==> src/hdl/ccdlt_pkg.sv <==
package ccdlt_pkg;
  localparam int CHANNELS = 3;
  localparam int PIXELS_FULL = 2098;
  localparam int CHARGE_WIDTH = 16;
  localparam int INDEX_WIDTH = 12;
  localparam int EXPOSURE_WIDTH = 24;
  localparam int FIFO_DEPTH = 4;
  localparam logic [CHARGE_WIDTH-1:0] FULL_WELL = 16'hFFFF;
  localparam logic [CHARGE_WIDTH-1:0] CHARGE_EMPTY = 16'h0000;
  localparam logic [EXPOSURE_WIDTH-1:0] EXPOSURE_MAX = 24'hFFFFFF;
  localparam logic [EXPOSURE_WIDTH-1:0] EXPOSURE_ZERO = 24'h000000;
  localparam logic [INDEX_WIDTH-1:0] INDEX_ZERO = 12'h000;
  localparam logic [INDEX_WIDTH-1:0] INDEX_ONE = 12'h001;

  typedef logic [CHARGE_WIDTH-1:0] ccdlt_charge_type;

  typedef struct packed {
    logic [INDEX_WIDTH-1:0] index;
    ccdlt_charge_type [CHANNELS-1:0] charge;
  } ccdlt_pixel_type;

  typedef struct packed {
    logic phase1;
    logic phase2;
    logic summing_gate_clock;
    logic reset_clock;
    logic inner_transfer_gate;
    logic outer_transfer_gate;
    logic [CHANNELS-1:0] exposure_drain;
  } ccdlt_clocks_type;

  localparam ccdlt_clocks_type CLOCKS_IDLE = '0;

  typedef enum logic [1:0] {
    ST_READOUT = 2'b00,
    ST_GATES_OPEN = 2'b01,
    ST_CHARGE_MOVE = 2'b10
  } ccdlt_state_type;

  // Wells clip at full well instead of wrapping
  function automatic ccdlt_charge_type ccdlt_sat_add(
    input ccdlt_charge_type a,
    input ccdlt_charge_type b
  );
    logic [CHARGE_WIDTH:0] sum;
    sum = {1'b0, a} + {1'b0, b};
    return sum[CHARGE_WIDTH] ? FULL_WELL : sum[CHARGE_WIDTH-1:0];
  endfunction
endpackage

==> src/hdl/ccdlt_fifo.sv <==
`timescale 1ns/10ps
`default_nettype none
module ccdlt_fifo #(
  parameter int WIDTH = 8,
  parameter int DEPTH = 4
) (
  input wire logic clock,
  input wire logic reset_n,
  input wire logic [WIDTH-1:0] in_data,
  input wire logic in_valid,
  output logic in_ready,
  output logic [WIDTH-1:0] out_data,
  output logic out_valid,
  input wire logic out_ready
);
  localparam int CW = $clog2(DEPTH + 1);
  localparam logic [CW-1:0] FULL = CW'(DEPTH);
  localparam logic [CW-1:0] ONE = CW'(1);

  // Head always sits in slot 0 so the output is a plain flop
  logic [WIDTH-1:0] mem [DEPTH];
  logic [CW-1:0] count;
  logic [CW-1:0] next_count;
  logic [CW-1:0] write_slot;
  logic push;
  logic pop;

  assign in_ready = (count != FULL);
  assign push = in_valid & in_ready;
  assign pop = out_valid & out_ready;
  assign write_slot = pop ? count - ONE : count;
  assign next_count = count + (push ? ONE : '0) - (pop ? ONE : '0);
  assign out_data = mem[0];

  genvar i;
  generate
    for (i = 0; i < DEPTH; i++) begin : g_slot
      always_ff @(posedge clock or negedge reset_n) begin
        if (!reset_n) begin
          mem[i] <= '0;
        end else if (push && write_slot == CW'(i)) begin
          mem[i] <= in_data;
        end else if (pop && i < DEPTH - 1) begin
          mem[i] <= mem[(i + 1) % DEPTH];
        end
      end
    end
  endgenerate

  always_ff @(posedge clock or negedge reset_n) begin
    if (!reset_n) begin
      count <= '0;
      out_valid <= 1'b0;
    end else begin
      count <= next_count;
      out_valid <= (next_count != '0);
    end
  end
endmodule
`default_nettype wire

==> src/hdl/ccdlt_sensor.sv <==
`timescale 1ns/10ps
`default_nettype none
module ccdlt_sensor #(
  parameter int PIXELS = ccdlt_pkg::PIXELS_FULL
) (
  input wire logic clock,
  input wire logic reset_n,
  input wire ccdlt_pkg::ccdlt_clocks_type clocks,
  input wire ccdlt_pkg::ccdlt_charge_type [ccdlt_pkg::CHANNELS-1:0] photo_flux,
  output ccdlt_pkg::ccdlt_pixel_type pixel_data,
  output logic pixel_valid,
  input wire logic pixel_ready,
  output logic pixel_dropped,
  output logic [ccdlt_pkg::CHANNELS-1:0][ccdlt_pkg::EXPOSURE_WIDTH-1:0]
    effective_exposure_time
);
  import ccdlt_pkg::*;

  localparam logic [INDEX_WIDTH-1:0] LINE_PIXELS = INDEX_WIDTH'(PIXELS);

  ccdlt_clocks_type last;
  ccdlt_state_type state;
  ccdlt_state_type next_state;
  ccdlt_charge_type [CHANNELS-1:0] diode;
  ccdlt_charge_type [CHANNELS-1:0] storage;
  ccdlt_charge_type [CHANNELS-1:0] line;
  ccdlt_charge_type [CHANNELS-1:0] summed;
  ccdlt_charge_type [CHANNELS-1:0] sense;
  ccdlt_charge_type [CHANNELS-1:0] dumped;
  logic [CHANNELS-1:0][EXPOSURE_WIDTH-1:0] exposure_count;
  logic [INDEX_WIDTH-1:0] remaining;
  logic [INDEX_WIDTH-1:0] out_index;
  logic summed_holds;
  ccdlt_pixel_type pending;
  logic pending_valid;
  logic fifo_ready;
  logic push_taken;

  wire phase2_rise = clocks.phase2 & ~last.phase2;
  wire summing_fall = ~clocks.summing_gate_clock & last.summing_gate_clock;
  wire reset_rise = clocks.reset_clock & ~last.reset_clock;
  wire inner_fall = ~clocks.inner_transfer_gate & last.inner_transfer_gate;
  wire gates_closed = ~clocks.inner_transfer_gate
    & ~clocks.outer_transfer_gate;
  wire phases_parked = clocks.phase1 & ~clocks.phase2;
  wire gates_open = clocks.inner_transfer_gate & clocks.outer_transfer_gate;
  wire line_load = (state == ST_GATES_OPEN) & inner_fall
    & clocks.outer_transfer_gate;
  wire shift_step = (state == ST_READOUT) & gates_closed & phase2_rise;
  wire shift_real = shift_step & (remaining != INDEX_ZERO);
  wire dump_step = summing_fall & summed_holds;
  wire collide = dump_step & pending_valid & ~push_taken;

  assign push_taken = pending_valid & fifo_ready;

  always_comb begin
    next_state = state;
    unique case (state)
      ST_READOUT:
        if (gates_open && phases_parked) next_state = ST_GATES_OPEN;
      ST_GATES_OPEN:
        if (line_load) next_state = ST_CHARGE_MOVE;
        else if (!clocks.outer_transfer_gate) next_state = ST_READOUT;
      ST_CHARGE_MOVE:
        if (!clocks.outer_transfer_gate) next_state = ST_READOUT;
      default: next_state = ST_READOUT;
    endcase
  end

  genvar c;
  generate
    for (c = 0; c < CHANNELS; c++) begin : g_chan
      wire draining = clocks.exposure_drain[c] & ~clocks.inner_transfer_gate;
      wire ccdlt_charge_type transferred = ccdlt_sat_add(storage[c], diode[c]);
      assign dumped[c] = ccdlt_sat_add(reset_rise ? CHARGE_EMPTY : sense[c],
        summed[c]);

      always_ff @(posedge clock or negedge reset_n) begin
        if (!reset_n) begin
          diode[c] <= CHARGE_EMPTY;
          storage[c] <= CHARGE_EMPTY;
          line[c] <= CHARGE_EMPTY;
        end else begin
          if (state == ST_GATES_OPEN || draining) diode[c] <= CHARGE_EMPTY;
          else diode[c] <= ccdlt_sat_add(diode[c], photo_flux[c]);
          if (line_load) storage[c] <= CHARGE_EMPTY;
          else if (state == ST_GATES_OPEN) storage[c] <= transferred;
          if (line_load) line[c] <= transferred;
        end
      end

      always_ff @(posedge clock or negedge reset_n) begin
        if (!reset_n) begin
          summed[c] <= CHARGE_EMPTY;
          sense[c] <= CHARGE_EMPTY;
        end else begin
          // packets add until the summing gate falls
          if (summing_fall) summed[c] <= CHARGE_EMPTY;
          else if (shift_real) summed[c] <= ccdlt_sat_add(summed[c], line[c]);
          // fall moves packet to sense node
          if (summing_fall) sense[c] <= dumped[c];
          else if (reset_rise) sense[c] <= CHARGE_EMPTY;
        end
      end

      // count from overflow fall, latch at inner fall
      always_ff @(posedge clock or negedge reset_n) begin
        if (!reset_n) begin
          exposure_count[c] <= EXPOSURE_ZERO;
          effective_exposure_time[c] <= EXPOSURE_ZERO;
        end else begin
          if (inner_fall) effective_exposure_time[c] <= exposure_count[c];
          if (draining || inner_fall) exposure_count[c] <= EXPOSURE_ZERO;
          else if (exposure_count[c] != EXPOSURE_MAX)
            exposure_count[c] <= exposure_count[c] + 1'b1;
        end
      end
    end
  endgenerate

  always_ff @(posedge clock or negedge reset_n) begin
    if (!reset_n) begin
      last <= CLOCKS_IDLE;
      state <= ST_READOUT;
    end else begin
      last <= clocks;
      state <= next_state;
    end
  end

  // all channels shift on each phase2 rise in ST_READOUT with both gates closed, while pixels remain
  always_ff @(posedge clock or negedge reset_n) begin
    if (!reset_n) begin
      remaining <= INDEX_ZERO;
      out_index <= INDEX_ZERO;
      summed_holds <= 1'b0;
    end else begin
      if (line_load) remaining <= LINE_PIXELS;
      else if (shift_real) remaining <= remaining - INDEX_ONE;
      if (line_load) out_index <= INDEX_ZERO;
      else if (dump_step) out_index <= out_index + INDEX_ONE;
      if (summing_fall) summed_holds <= 1'b0;
      else if (shift_real) summed_holds <= 1'b1;
    end
  end

  // One word waits here while the FIFO is full; a second one overwrites it and the waiting one is lost
  always_ff @(posedge clock or negedge reset_n) begin
    if (!reset_n) begin
      pending <= '0;
      pending_valid <= 1'b0;
      pixel_dropped <= 1'b0;
    end else begin
      pixel_dropped <= collide;
      if (dump_step) begin
        pending.index <= out_index;
        pending.charge <= dumped;
        pending_valid <= 1'b1;
      end else if (push_taken) begin
        pending_valid <= 1'b0;
      end
    end
  end

  ccdlt_fifo #(
    .WIDTH($bits(ccdlt_pixel_type)),
    .DEPTH(FIFO_DEPTH)
  ) u_fifo (
    .clock(clock),
    .reset_n(reset_n),
    .in_data(pending),
    .in_valid(pending_valid),
    .in_ready(fifo_ready),
    .out_data(pixel_data),
    .out_valid(pixel_valid),
    .out_ready(pixel_ready)
  );
endmodule
`default_nettype wire

==> config.mk <==
export PLATFORM = sky130hd
export DESIGN_NAME = ccdlt_sensor
export DESIGN_NICKNAME = d
export VERILOG_FILES = /design/src/hdl/ccdlt_pkg.sv /design/src/hdl/ccdlt_fifo.sv /design/src/hdl/ccdlt_sensor.sv
export SDC_FILE = /design/constraint.sdc
export NUM_CORES = 2
export LEC_CHECK = 0
export ABC_AREA = 0
export BUFFER_PORTS_ARGS = -buffer_cell sky130_fd_sc_hd__clkbuf_2
export CORE_MARGIN = 3
export CORE_UTILIZATION = 60
export CTS_CLUSTER_DIAMETER = 80
export DETAILED_ROUTE_END_ITERATION = 8
export PLACE_DENSITY = 0.8
export SYNTH_ARGS = -nofsm -noshare
export SYNTH_HDL_FRONTEND = slang
export SYNTH_SLANG_ARGS = --single-unit
==> constraint.sdc <==
create_clock -name clock -period 5.3 [get_ports clock]
set_input_delay 1.06 -clock clock [delete_from_list [all_inputs] [get_ports clock]]
set_output_delay 1.06 -clock clock [all_outputs]
set_load 0.02 [all_outputs]
==> results.cfg <==
[timing]
setup_tns_ns = 0
worstMarginPinSlew_ns = 1.12
hold_violations = 0
clock-skew-final_ns = 0.0265
slew_headroom = 0.251
final-setup-viol-count = 0
rsz0062_at_grt = false
holdWs_ns = 0.481
fmax_ghz = 0.257
layout_worst_path_cycle_share = 0.735
min_period_ns = 3.90
maxSlewViolCount = 0

[synth]
synth_top_cell_area_share = 0.478
ys_ff_latch = 721
synth_most_common_cell = dfrtp_1
syn_area_per_cell_um2 = 9.34
synthTopCellsByArea = dfrtp_1, nand2_1, ha_1
netlist_area_um2 = 37700
yosysSeqAreaShare = 0.478
synth-async-reset-ratio = 1.00
ys_warn_count = 0
syn_inst = 4039
synthFlopType = dfrtp_1
synth_edf_count = 0
synth_top_area_cell = dfrtp_1
ys_types = 78
netlist_top_cells_count = dfrtp_1, nand2_1, nor2_1
syn-num-nets = 4313

[route]
dr_wl_met2_mm = 37.2
first_pass_iters = 8
final_antenna_net_count = 0
vias = 29218
wl_per_cell_um = 16.6
routed_wl_mm = 83.1
route.met3.wl_mm = 4.54
top_layer = met5
drcViolationCount = 0
vias_per_cell = 5.84
met1Wirelength_mm = 39.4
drt-initial-drc-count = 2356

[power_and_ir_drop]
p_int_mw = 13.4
p_per_area_nw_per_um2 = 512
p_clk_frac = 0.262
p_leak_nw = 20.5
pwr-share-seq = 0.370
power_switching_share = 0.372
pwr-share-comb = 0.368
power_switching_mw = 7.96
peakVddDrop_mv = 0.319

[finish]
final_cells = 5007
area_growth_pct = 10.6
fin_nets = 4380
drive_above_1_share = 0.127
fillers = 4785

[cts]
cts_tree = done
cts_setup_buffers = 0
cts-root-buf = clkbuf_16
cts.htree.levels = 3
numCtsBuffers = 77
hold_buffers = 0
clk_pin_slew_ns = 0.06
cts.path.max_buffers = 3
clkLatencyLatePin_ns = 0.61
postCtsResizedCells = 0
clock_sinks = 721

[grt]
first_global_vias = 27753
overflow = 0
track_usage = 0.253
grt_first_pass_wirelength_mm = 141
antenna_found_initial = 2
grt_max_degree = 110

[floorplanning]
start_util = 0.609
die_w_um = 257
die_area_um2 = 65900
die_y_um = 257
num_rows = 91
coreArea_um2 = 61900
ios = 194

[worst_setup_path]
cp.arrival_ns = 4.34
max_stage_delay_ns = 0.50
cp_common_cell = a21o_1
cp_slowest_cell = o31a_1
worstSetupPathType = in2reg
crit_buf_inv = 2
critPathCaptureType = flip-flop
crit_chain = clkbuf_2, nand2b_1, buf_4, and2_1, ha_1, fa_1, a21o_1, a21o_1, a31oi_1, o21a_1, o211ai_1, o31a_1, a21oi_1, o21ai_0
cp-start-kind = input port
critical_path_required_ns = 5.75
crit_path_max_fanout = 30
crit_family = compound AO/OA/AOI/OAI gates

[place]
dp_hpwl_mm = 55.3
port_buffers = 193
gp_congestion = 0.900
dp.cells = 4864

[status]
status = finished clean

[min_path]
hp-class = reg2reg

[job]
maxCapViolCount = 0
worst paths after layout:
check,startpoint,end,slack (ns),cells after the start
worst max-delay path,clocks[5],pending[42]$_DFFE_PN0P_,1.40,14
worst min-delay path,effective_exposure_time[37]$_DFFE_PN0P_,effective_exposure_time[37]$_DFFE_PN0P_,0.48,2
worst max register to register,last[5]$_DFF_PN0_,pending[42]$_DFFE_PN0P_,1.51,13
worst min register to register,effective_exposure_time[37]$_DFFE_PN0P_,effective_exposure_time[37]$_DFFE_PN0P_,0.48,2
max in group asynchronous,reset_n,diode[22]$_DFF_PN0_,3.64,2
min in group asynchronous,reset_n,u_fifo.out_data[26]$_DFFE_PN0P_,0.53,1
sequential cells by signal, indices dropped and copies added, names as in the netlist:
register	flops
diode	48
pending	60
effective_exposure_time	72
pixel_dropped	1
storage	48
u_fifo.out_valid	1
pending_valid	1
line	48
out_index	12
u_fifo.count	3
state	2
last	4
remaining	12
sense	48
exposure_count	72
u_fifo.mem	180
u_fifo.out_data	60
summed_holds	1
summed	48
worst register-to-register path, cell delays in order (launching register included):
cell	delay [ns]
dfrtp_1	0.35
nand2b_1	0.24
buf_4	0.28
and2_1	0.21
ha_1	0.22
fa_1	0.41
a21o_1	0.19
a21o_1	0.21
a31oi_1	0.30
o21a_1	0.20
o211ai_1	0.14
o31a_1	0.50
a21oi_1	0.25
o21ai_0	0.12
area by class of cell:
cell class	instances	area (um2)	share of cell area
multi-input combinational	3012	18400	0.440
sequential	721	18000	0.432
clock buffer	111	2320	0.0556
timing repair buffer	232	1380	0.0331
tap	837	1050	0.0251
clock inverter	31	369	0.00884
inverter	62	235	0.00563
antenna	1	2.50	0.0000599
layer usage:
layer	global-route usage	vias to the layer above
li1	-	14180
met1	0.378	14105
met2	0.389	804
met3	0.0389	127
met4	0.0665	2
met5	0	-
placed cells by master, fill, tap and decap left out, types with 16 or more instances in the layout:
master,instances
clkbuf_8,16
or3_1,16
inv_1,61
o21a_1,16
o21ai_0,330
nand3_1,65
a21o_1,71
a211oi_1,26
nor3_1,33
mux2_2,130
clkinv_2,18
nand2_1,697
clkbuf_2,192
and2_1,56
xnor2_1,108
a21oi_1,240
nor2b_1,18
a31oi_1,200
nand4_1,18
nor2_1,440
buf_4,30
and3_1,23
o31ai_1,17
dfrtp_1,721
xor2_1,102
o21bai_1,31
nand2b_1,16
clkbuf_16,82
ha_1,201
cell families after synthesis:
logic type      Yosys count  share of synthesized area
compound gates         1021                      0.162
simple gates           1429                      0.160
fa+ha+maj               214                     0.0735
mux                     138                     0.0409
flops                   721                      0.478
buf+inv                 306                     0.0371
xor+xnor                210                     0.0487
power groups by stage:
stage	clock, mW	combinational [mW]	sequential, mW
final	5.61	7.88	7.90
after global routing	5.92	8.94	8.06
after CTS	5.71	7.85	7.87
after detailed placement	0	7.75	7.94
after global placement	0	7.56	7.91
after floorplan	0	6.33	7.53
metrics by stage:
step / total power, mW / setup WS, ns / instance area (um2) / util
finish: 21.4 / 1.40 / 41800 / 0.674
global route: 22.9 / 1.20 / 41800 / 0.674
detailed placement: 15.7 / 0.778 / 39100 / 0.631
global placement: 15.5 / 0.869 / 39100 / 0.631
floorplan: 13.9 / 1.24 / 37700 / -
CTS: 21.4 / 1.42 / 41800 / 0.674
Power figures use the tool's default switching activity.
